File: src/core/dcc_cfg.svh
// Register map, field positions and reset values of the comparator control block
`ifndef DCC_CFG_SVH
`define DCC_CFG_SVH
`define DCC_ADDR_W 2
`define DCC_OFF_A_CTRL 2'h0
`define DCC_OFF_B_CTRL 2'h1
`define DCC_OFF_SYNC 2'h2
`define DCC_BIT_ENABLE 7
`define DCC_BIT_RESULT 6
`define DCC_BIT_PIN_OE 5
`define DCC_BIT_INVERT 4
`define DCC_BIT_SPEED 3
`define DCC_BIT_REF 2
`define DCC_BIT_CH_HI 1
`define DCC_BIT_CH_LO 0
`define DCC_BIT_MIRROR_A 7
`define DCC_BIT_MIRROR_B 6
`define DCC_BIT_SYNC_EN 0
`define DCC_CTRL_RESET 8'h00
`define DCC_SYNC_RESET 1'h0
`define DCC_CH_AN1 2'h0
`define DCC_CH_AN5 2'h1
`define DCC_CH_AN6 2'h2
`define DCC_CH_AN7 2'h3
`define DCC_SYNC_STAGES 2
`endif

File: src/core/dcc_pkg.sv
// Types shared by the comparator control block
package dcc_pkg;
  typedef struct packed {
    logic enable;
    logic pin_oe;
    logic invert;
    logic speed;
    logic ref_sel;
    logic [1:0] channel;
  } dcc_ctrl_t;

  typedef enum logic [2:0] {
    DCC_SYNC_IDLE = 3'h1,
    DCC_SYNC_HIGH = 3'h2,
    DCC_SYNC_LOW = 3'h4
  } dcc_tstate_t;
endpackage : dcc_pkg

File: src/core/dcc_chan_if.sv
// Per-comparator control and result bundle between the block's modules
`timescale 1ns/1ps
interface dcc_chan_if;
  import dcc_pkg::*;
  dcc_ctrl_t ctrl;
  logic result;
  logic pin_level;
  modport regs (output ctrl, input result, input pin_level);
  modport chan (input ctrl, output result, output pin_level);
endinterface : dcc_chan_if

File: src/core/dcc_channel.sv
// One comparator: input gate, polarity and end-of-cycle result latch
`timescale 1ns/1ps
`include "dcc_cfg.svh"
module dcc_channel
  import dcc_pkg::*;
(
  input wire logic clk_sys,
  input wire logic reset,
  input wire logic raw_in,
  dcc_chan_if.chan bus
);
  logic gated;
  logic adjusted;
  logic result_ff;
  logic nxt_result;
  logic [`DCC_SYNC_STAGES-1:0] sync_ff;
  logic [`DCC_SYNC_STAGES-1:0] nxt_sync;

  // Analog decision crosses into the clock domain
  always_comb begin
    nxt_sync = {sync_ff[`DCC_SYNC_STAGES-2:0], raw_in};
  end

  always_comb begin
    gated = bus.ctrl.enable & sync_ff[`DCC_SYNC_STAGES-1]; // RULE22 RULE1
    adjusted = gated ^ bus.ctrl.invert; // RULE4 RULE13
    nxt_result = adjusted;
  end

  always_ff @(posedge clk_sys or posedge reset) begin
    if (reset) begin
      sync_ff <= '0;
      result_ff <= 1'h0;
    end else begin
      sync_ff <= nxt_sync;
      result_ff <= nxt_result; // RULE7
    end
  end

  assign bus.result = result_ff;
  // Unlatched level for the pin path
  assign bus.pin_level = adjusted; // RULE7
endmodule : dcc_channel

File: src/core/dcc_timer_sync.sv
// Samples a level on the falling edge of the synchronised timer clock
`timescale 1ns/1ps
`include "dcc_cfg.svh"
module dcc_timer_sync
  import dcc_pkg::*;
(
  input wire logic clk_sys,
  input wire logic reset,
  input wire logic timer_clk_in,
  input wire logic level_in,
  output logic level_out
);
  logic [`DCC_SYNC_STAGES-1:0] tclk_ff;
  logic [`DCC_SYNC_STAGES-1:0] nxt_tclk;
  dcc_tstate_t state_ff;
  dcc_tstate_t nxt_state;
  logic held_ff;
  logic nxt_held;

  always_comb begin
    nxt_tclk = {tclk_ff[`DCC_SYNC_STAGES-2:0], timer_clk_in};
    nxt_state = state_ff;
    nxt_held = held_ff;
    case (state_ff)
      DCC_SYNC_IDLE: begin
        nxt_state = tclk_ff[`DCC_SYNC_STAGES-1] ? DCC_SYNC_HIGH : DCC_SYNC_LOW;
      end
      DCC_SYNC_HIGH: begin
        if (!tclk_ff[`DCC_SYNC_STAGES-1]) begin
          nxt_state = DCC_SYNC_LOW;
          nxt_held = level_in; // RULE15 RULE19
        end
      end
      DCC_SYNC_LOW: begin
        if (tclk_ff[`DCC_SYNC_STAGES-1]) begin
          nxt_state = DCC_SYNC_HIGH;
        end
      end
      default: begin
        nxt_state = DCC_SYNC_IDLE;
      end
    endcase
  end

  always_ff @(posedge clk_sys or posedge reset) begin
    if (reset) begin
      tclk_ff <= '0;
      state_ff <= DCC_SYNC_IDLE;
      held_ff <= 1'h0;
    end else begin
      tclk_ff <= nxt_tclk;
      state_ff <= nxt_state;
      held_ff <= nxt_held;
    end
  end

  assign level_out = held_ff;
endmodule : dcc_timer_sync

File: src/core/dcc_top.sv
// Register bank and pin control for the dual comparator block
//
// Behaviour
// RULE1: Comparator A runs only while its enable bit 7 is one.
// RULE2: Channel select 00/01/10/11 steers A's inverting input to AN1/5/6/7.
// RULE3: Reference bit 2 picks internal reference (1) or external pin (0).
// RULE4: Result is one when noninverting input is higher; polarity bit 4 inverts.
// RULE5: Polarity-adjusted A result reads at bit 6; writes ignored.
// RULE6: A drives its pin only with bit 5, enable and direction output.
// RULE7: Internal result latched each cycle; pin path is not latched. Here the pin outputs are registered each cycle as well (a_pin_ff, b_pin_ff).
// RULE8: Change events work regardless of pin output enable.
// RULE9: Speed bit 3: one normal speed, zero low power; driven out.
// RULE10: Comparator B control register mirrors A's layout and behaviour.
// RULE11: B reference bit picks its internal reference or its own pin.
// RULE12: B channel select uses the same 00..11 encoding as A.
// RULE13: B result inverted by its polarity bit; read bit shows adjusted.
// RULE14: B drives its pin only with enable, pin enable and port C bit 4 output.
// RULE15: With sync bit set, B result sampled at timer clock falling edge. Here reads stay unsampled; only cmp_b_change and cmp_b_sync_result use it.
// RULE16: One register holds read-only mirrors of both results.
// RULE17: Reading mirrors leaves the mismatch latches untouched.
// RULE18: Mirror A at bit 7, mirror B at bit 6, sync enable bit 0.
// RULE19: Sampling uses the prescaled timer clock falling edge.
// RULE20: Change flags pulse on a mismatch edge, not a level.
// RULE21: Any reset returns all control registers, disabling both comparators.
// RULE22: Raw decision is a one-bit input forced low while disabled.
// RULE23: Both control registers reset to all zeros.
//
// Chosen here: the strobed register port and the address map.
`timescale 1ns/1ps
`include "dcc_cfg.svh"
module dcc_top
  import dcc_pkg::*;
(
  input wire logic clk_sys,
  input wire logic reset,
  input wire logic [`DCC_ADDR_W-1:0] reg_addr,
  input wire logic [7:0] reg_wdata,
  input wire logic reg_wr,
  input wire logic reg_rd,
  output logic [7:0] reg_rdata,
  input wire logic cmp_a_raw,
  input wire logic cmp_b_raw,
  input wire logic timer_clk_prescaled,
  input wire logic port_a_direction_bit2,
  input wire logic port_c_direction_bit4,
  output logic cmp_a_on,
  output logic cmp_b_on,
  output logic cmp_a_speed_sel,
  output logic cmp_b_speed_sel,
  output logic cmp_a_ref_sel,
  output logic cmp_b_ref_sel,
  output logic [3:0] cmp_a_inv_input_sel,
  output logic [3:0] cmp_b_inv_input_sel,
  output logic cmp_a_pin_out,
  output logic cmp_a_pin_oe,
  output logic cmp_b_pin_out,
  output logic cmp_b_pin_oe,
  output logic cmp_b_sync_result,
  output logic cmp_a_change,
  output logic cmp_b_change
);
  dcc_chan_if a_if ();
  dcc_chan_if b_if ();

  dcc_ctrl_t a_ctrl_ff;
  dcc_ctrl_t nxt_a_ctrl;
  dcc_ctrl_t b_ctrl_ff;
  dcc_ctrl_t nxt_b_ctrl;
  logic sync_en_ff;
  logic nxt_sync_en;
  logic [7:0] rdata_ff;
  logic [7:0] nxt_rdata;

  logic [1:0] dir_a_ff;
  logic [1:0] nxt_dir_a;
  logic [1:0] dir_c_ff;
  logic [1:0] nxt_dir_c;

  logic b_timed;
  logic b_used;
  logic mis_a_ff;
  logic nxt_mis_a;
  logic mis_b_ff;
  logic nxt_mis_b;
  logic chg_a_ff;
  logic nxt_chg_a;
  logic chg_b_ff;
  logic nxt_chg_b;

  logic [3:0] a_sel_ff;
  logic [3:0] nxt_a_sel;
  logic [3:0] b_sel_ff;
  logic [3:0] nxt_b_sel;
  logic a_pin_ff;
  logic nxt_a_pin;
  logic a_oe_ff;
  logic nxt_a_oe;
  logic b_pin_ff;
  logic nxt_b_pin;
  logic b_oe_ff;
  logic nxt_b_oe;

  // Byte to control fields; the result bit is not writable
  function automatic dcc_ctrl_t dcc_unpack(input logic [7:0] d);
    dcc_ctrl_t c;
    c.enable = d[`DCC_BIT_ENABLE];
    c.pin_oe = d[`DCC_BIT_PIN_OE];
    c.invert = d[`DCC_BIT_INVERT];
    c.speed = d[`DCC_BIT_SPEED];
    c.ref_sel = d[`DCC_BIT_REF];
    c.channel = d[`DCC_BIT_CH_HI:`DCC_BIT_CH_LO];
    return c;
  endfunction : dcc_unpack

  function automatic logic [7:0] dcc_pack(input dcc_ctrl_t c, input logic res);
    logic [7:0] d;
    d = 8'h00;
    d[`DCC_BIT_ENABLE] = c.enable;
    d[`DCC_BIT_RESULT] = res;
    d[`DCC_BIT_PIN_OE] = c.pin_oe;
    d[`DCC_BIT_INVERT] = c.invert;
    d[`DCC_BIT_SPEED] = c.speed;
    d[`DCC_BIT_REF] = c.ref_sel;
    d[`DCC_BIT_CH_HI:`DCC_BIT_CH_LO] = c.channel;
    return d;
  endfunction : dcc_pack

  // One-hot inverting input select: AN1, AN5, AN6, AN7
  function automatic logic [3:0] dcc_ch_decode(input logic [1:0] ch);
    logic [3:0] s;
    s = 4'h0;
    case (ch)
      `DCC_CH_AN1: s = 4'h1;
      `DCC_CH_AN5: s = 4'h2;
      `DCC_CH_AN6: s = 4'h4;
      `DCC_CH_AN7: s = 4'h8;
      default: s = 4'h0;
    endcase
    return s;
  endfunction : dcc_ch_decode

  assign a_if.ctrl = a_ctrl_ff;
  assign b_if.ctrl = b_ctrl_ff;

  dcc_channel u_chan_a (
    .clk_sys(clk_sys),
    .reset(reset),
    .raw_in(cmp_a_raw),
    .bus(a_if)
  );

  dcc_channel u_chan_b (
    .clk_sys(clk_sys),
    .reset(reset),
    .raw_in(cmp_b_raw),
    .bus(b_if)
  );

  dcc_timer_sync u_tsync (
    .clk_sys(clk_sys),
    .reset(reset),
    .timer_clk_in(timer_clk_prescaled),
    .level_in(b_if.result),
    .level_out(b_timed)
  );

  // B result as used by the change logic
  assign b_used = sync_en_ff ? b_timed : b_if.result; // RULE15

  // Register writes and reads
  always_comb begin
    nxt_a_ctrl = a_ctrl_ff;
    nxt_b_ctrl = b_ctrl_ff;
    nxt_sync_en = sync_en_ff;
    nxt_rdata = 8'h00;
    if (reg_wr) begin
      case (reg_addr)
        `DCC_OFF_A_CTRL: nxt_a_ctrl = dcc_unpack(reg_wdata); // RULE1 RULE5
        `DCC_OFF_B_CTRL: nxt_b_ctrl = dcc_unpack(reg_wdata); // RULE10
        `DCC_OFF_SYNC: nxt_sync_en = reg_wdata[`DCC_BIT_SYNC_EN]; // RULE18
        default: nxt_sync_en = sync_en_ff;
      endcase
    end
    if (reg_rd) begin
      case (reg_addr)
        `DCC_OFF_A_CTRL: nxt_rdata = dcc_pack(a_ctrl_ff, a_if.result); // RULE5
        `DCC_OFF_B_CTRL: nxt_rdata = dcc_pack(b_ctrl_ff, b_if.result); // RULE10 RULE13
        `DCC_OFF_SYNC: begin
          nxt_rdata[`DCC_BIT_MIRROR_A] = a_if.result; // RULE16 RULE18
          nxt_rdata[`DCC_BIT_MIRROR_B] = b_if.result; // RULE16 RULE18
          nxt_rdata[`DCC_BIT_SYNC_EN] = sync_en_ff;
        end
        default: nxt_rdata = 8'h00;
      endcase
    end
  end

  always_ff @(posedge clk_sys or posedge reset) begin
    if (reset) begin
      a_ctrl_ff <= dcc_unpack(`DCC_CTRL_RESET); // RULE21 RULE23
      b_ctrl_ff <= dcc_unpack(`DCC_CTRL_RESET); // RULE21 RULE23
      sync_en_ff <= `DCC_SYNC_RESET; // RULE18
      rdata_ff <= 8'h00;
    end else begin
      a_ctrl_ff <= nxt_a_ctrl;
      b_ctrl_ff <= nxt_b_ctrl;
      sync_en_ff <= nxt_sync_en;
      rdata_ff <= nxt_rdata;
    end
  end

  // Direction pins are synchronised before use
  always_comb begin
    nxt_dir_a = {dir_a_ff[0], port_a_direction_bit2};
    nxt_dir_c = {dir_c_ff[0], port_c_direction_bit4};
  end

  always_ff @(posedge clk_sys or posedge reset) begin
    if (reset) begin
      dir_a_ff <= 2'h3;
      dir_c_ff <= 2'h3;
    end else begin
      dir_a_ff <= nxt_dir_a;
      dir_c_ff <= nxt_dir_c;
    end
  end

  // Change detect against mismatch latches; bus reads never touch them
  always_comb begin
    nxt_mis_a = a_if.result; // RULE17
    nxt_mis_b = b_used; // RULE17
    nxt_chg_a = a_if.result ^ mis_a_ff; // RULE20 RULE8
    nxt_chg_b = b_used ^ mis_b_ff; // RULE20 RULE8
  end

  always_ff @(posedge clk_sys or posedge reset) begin
    if (reset) begin
      mis_a_ff <= 1'h0;
      mis_b_ff <= 1'h0;
      chg_a_ff <= 1'h0;
      chg_b_ff <= 1'h0;
    end else begin
      mis_a_ff <= nxt_mis_a;
      mis_b_ff <= nxt_mis_b;
      chg_a_ff <= nxt_chg_a;
      chg_b_ff <= nxt_chg_b;
    end
  end

  // Analog steering and pin drive
  always_comb begin
    nxt_a_sel = dcc_ch_decode(a_ctrl_ff.channel); // RULE2
    nxt_b_sel = dcc_ch_decode(b_ctrl_ff.channel); // RULE12
    nxt_a_oe = a_ctrl_ff.pin_oe & a_ctrl_ff.enable & ~dir_a_ff[1]; // RULE6
    nxt_b_oe = b_ctrl_ff.pin_oe & b_ctrl_ff.enable & ~dir_c_ff[1]; // RULE14
    nxt_a_pin = a_if.pin_level; // RULE7
    nxt_b_pin = b_if.pin_level; // RULE7
  end

  always_ff @(posedge clk_sys or posedge reset) begin
    if (reset) begin
      a_sel_ff <= 4'h1;
      b_sel_ff <= 4'h1;
      a_oe_ff <= 1'h0;
      b_oe_ff <= 1'h0;
      a_pin_ff <= 1'h0;
      b_pin_ff <= 1'h0;
    end else begin
      a_sel_ff <= nxt_a_sel;
      b_sel_ff <= nxt_b_sel;
      a_oe_ff <= nxt_a_oe;
      b_oe_ff <= nxt_b_oe;
      a_pin_ff <= nxt_a_pin;
      b_pin_ff <= nxt_b_pin;
    end
  end

  assign reg_rdata = rdata_ff;
  assign cmp_a_on = a_ctrl_ff.enable; // RULE1
  assign cmp_b_on = b_ctrl_ff.enable; // RULE10
  assign cmp_a_speed_sel = a_ctrl_ff.speed; // RULE9
  assign cmp_b_speed_sel = b_ctrl_ff.speed; // RULE9
  assign cmp_a_ref_sel = a_ctrl_ff.ref_sel; // RULE3
  assign cmp_b_ref_sel = b_ctrl_ff.ref_sel; // RULE11
  assign cmp_a_inv_input_sel = a_sel_ff;
  assign cmp_b_inv_input_sel = b_sel_ff;
  assign cmp_a_pin_out = a_pin_ff;
  assign cmp_a_pin_oe = a_oe_ff;
  assign cmp_b_pin_out = b_pin_ff;
  assign cmp_b_pin_oe = b_oe_ff;
  assign cmp_b_sync_result = b_timed;
  assign cmp_a_change = chg_a_ff;
  assign cmp_b_change = chg_b_ff;
endmodule : dcc_top

File: config.mk
export PLATFORM = sky130hd
export DESIGN_NAME = dcc_top
export DESIGN_NICKNAME = d
export VERILOG_FILES = /design/src/core/dcc_pkg.sv /design/src/core/dcc_chan_if.sv /design/src/core/dcc_channel.sv /design/src/core/dcc_timer_sync.sv /design/src/core/dcc_top.sv
export VERILOG_INCLUDE_DIRS = /design/src /design/src/core
export SDC_FILE = /design/constraint.sdc
export NUM_CORES = 1
export LEC_CHECK = 0
export BUFFER_PORTS_ARGS = -buffer_cell sky130_fd_sc_hd__buf_2
export CORE_MARGIN = 1
export CORE_UTILIZATION = 51
export CTS_BUF_LIST = sky130_fd_sc_hd__clkbuf_16
export CTS_CLUSTER_DIAMETER = 80
export DETAILED_ROUTE_END_ITERATION = 16
export PLACE_DENSITY = 0.77
export SETUP_SLACK_MARGIN = 0.1
export SYNTH_ARGS = -nofsm -noshare
export SYNTH_HDL_FRONTEND = slang
export SYNTH_SLANG_ARGS = --single-unit
File: constraint.sdc
create_clock -name clk_sys -period 1.85 [get_ports clk_sys]
set_clock_uncertainty 0.15 [all_clocks]
set_input_delay 0 -clock clk_sys [delete_from_list [all_inputs] [get_ports clk_sys]]
set_output_delay 0 -clock clk_sys [all_outputs]
set_load 0.005 [all_outputs]
==> flow_summary.yaml <==
floorplanning:
  rows: 21
  start_util: 0.551
  die_area_um2: 3970
  fp.dieW_um: 63.0
  dieHeight_um: 63.0
  pin_count: 48
  coreArea_um2: 3440
timing:
  tightestPinTransition_ns: 0.509
  drv_slew: 0
  finalCritPeriodShare: 0.798
  rsz0062_at_grt: "no"
  hold_viol: 0
  relSlewSlack: 0.660
  fmax_mhz: 678
  period_needed_ns: 1.48
  setup_tns_ns: 0
  setup_viol: 0
worst_setup_path:
  cpPeakStageDelay_ns: 0.53
  critPathKind: "primary input to flip-flop"
  crit_arrival_ns: 1.50
  cp_num_buf_inv: 2
  end_kind: "flip-flop"
  crit_path_cell_trace: "dlygate4sd3_1 -> buf_2 -> nor3b_4 -> mux2_2"
  worst_path_max_delay_cell: "dlygate4sd3_1"
  crit_family: "buffers and inverters"
  worstSetupStartpointType: "primary input"
  required_ns: 1.87
  crit_path_max_fanout: 7
global_routing:
  grt_pass1_vias: 1221
  grt_pass1_wl_um: 5510
  gr-total-overflow: 0
  grt_use_total: 0.189
  grt_antenna_before_repair: 0
  grt_max_degree: 30
outcome:
  status: "finished clean"
synth:
  ys.warnings.count: 0
  seq_area_frac_synth: 0.703
  synthCells: 124
  synth_cell_types: 19
  synth_seq_cells: 53
  syn-cell-area_um2: 1900
  synthesis.nets: 143
  syn_area_per_cell_um2: 15.3
hold_path:
  worstHoldPathType: "primary input to flip-flop"
finish:
  final_util: 0.727
  nets: 210
  layout-drive-gt1-share: 0.422
  layout_common_cells: "46 x dfrtp_1, 46 x buf_2, 17 x mux2_2, 15 x dlygate4sd3_1, 11 x nor2_1"
  diodes: 0
  syn_to_final_growth_pct: 31.9
clock_tree:
  cts_buffers: 5
  h-tree-depth: 2
  tritoncts: "built"
  cts_buffer_depth: 2
  post_cts_resized: 0
  clock_latency_ns: 0.29
  clk_pin_slew_ns: 0.06
  cts.sink_count: 53
  cts_root_buffer: "clkbuf_16"
power_and_ir_drop:
  power_density_nw_per_um2: 1210
  power_leakage_nw: 1.22
  vdd_drop_max_uv: 967
detailed_routing:
  ant_nets: 0
  drcViolationCount: 0
  vias: 1142
  viasPerCell: 4.80
  drtIter0Drc: 11
  first_pass_iters: 4
  wirelength_um: 3180
  wl_per_cell_um: 13.4
placement:
  gp_congestion: 0.753
  port-buffer-count: 46
  hpwl_um: 2150
job:
  maxCapViolCount: 0
==> registers in the layout, summed over array words and instances (netlist names), 2 cells and up <==
signal	flops
dir_a_ff	2
reg_rdata	8
u_chan_b.sync_ff	2
a_ctrl_ff	4
cmp_a_inv_input_sel	4
u_tsync.tclk_ff	2
dir_c_ff	2
u_tsync.state_ff	3
b_ctrl_ff	4
u_chan_a.sync_ff	2
cmp_b_inv_input_sel	4
==> worst reg2reg max path: stages (launching register included) <==
cell and delay, ns:
dfrtp_1 0.39, nor4b_1 0.31, mux2_2 0.37
==> final cells by class <==
type	count	area, um2
flip-flops and latches	53	1340
fillers	231	938
multi-input cells	67	537
repair buffers	62	400
clock buffers	5	125
well taps	46	57.6
clock inverters	3	41.3
inverters	2	7.51
==> cells by family after synthesis <==
family / synth area share
mux: 0.143
flops: 0.703
buf+inv: 0.0138
simple gates: 0.103
xor+xnor: 0.0231
compound gates: 0.0132
==> routing by layer <==
metal,global-route usage,vias up,share of wire
met3,0.0657,6,0.048
met4,0.0756,0,0.016
met2,0.339,29,0.54
li1,-,545,-
met5,0,-,0
met1,0.199,562,0.40
==> report_power, final <==
part	internal (mW)	total, mW	leakage [nW]	switching, mW
clock network	0.633	1.01	0.0775	0.380
logic	0.278	0.482	0.506	0.204
registers	1.40	1.54	0.642	0.145
total	2.31	3.04	1.22	0.729
==> cells in the mapped netlist <==
| cell | instances | area [um2] |
|---|---|---|
| nand2b_1 | 1 | 6.26 |
| dfrtp_1 | 46 | 1150 |
| nor4b_1 | 1 | 8.76 |
| nor2b_1 | 4 | 25.0 |
| nand2_1 | 4 | 15.0 |
| nand3b_1 | 4 | 30.0 |
| mux2_2 | 17 | 191 |
| nand3b_4 | 1 | 20.0 |
| o21ai_0 | 5 | 25.0 |
| nor2_1 | 11 | 41.3 |
| dfstp_2 | 7 | 184 |
| nor3b_4 | 1 | 18.8 |
| inv_1 | 2 | 7.51 |
| buf_6 | 1 | 11.3 |
| xnor2_1 | 2 | 17.5 |
| mux2i_1 | 8 | 80.1 |
| xor2_1 | 3 | 26.3 |
| buf_4 | 1 | 7.51 |
| and2_1 | 5 | 31.3 |
==> metrics by stage <==
stage / setup slack (ns) / power, mW / cell area (um2) / hold slack, ns / instances
floorplan: 0.425 / 1.81 / 1900 / -0.146 / 124
global placement: 0.514 / 2.00 / 2190 / -0.0973 / 215
detailed placement: 0.490 / 2.03 / 2190 / -0.0847 / 215
CTS: 0.368 / 3.07 / 2500 / 0.0371 / 238
global route: 0.306 / 3.21 / 2500 / 0.0691 / 238
finish: 0.374 / 3.04 / 2500 / 0.0400 / 238
==> path summary, 6_finish.rpt <==
kind	from	end	slack [ns]	cells past startpoint
min in group asynchronous	reset	cmp_a_pin_oe$_DFF_PP0_	0.14	3
max in group asynchronous	reset	u_tsync.state_ff[0]$_DFFE_PP1P_	0.82	4
max	reg_wr	a_ctrl_ff[5]$_DFFE_PP0P_	0.37	4
max reg2reg	u_tsync.state_ff[2]$_DFFE_PP0P_	u_tsync.level_out$_DFFE_PP0P_	0.52	2
min reg2reg	u_tsync.tclk_ff[0]$_DFF_PP0_	u_tsync.tclk_ff[1]$_DFF_PP0_	0.20	0
min	reg_addr[1]	sync_en_ff$_DFFE_PP0P_	0.04	3
==> what timing repair did <==
action	CTS	global route
setup buffers	0	0
setup endpoints to repair	0	0
hold buffers	15	0
hold endpoints to repair	59	0
(Power assumes the default switching activity.)
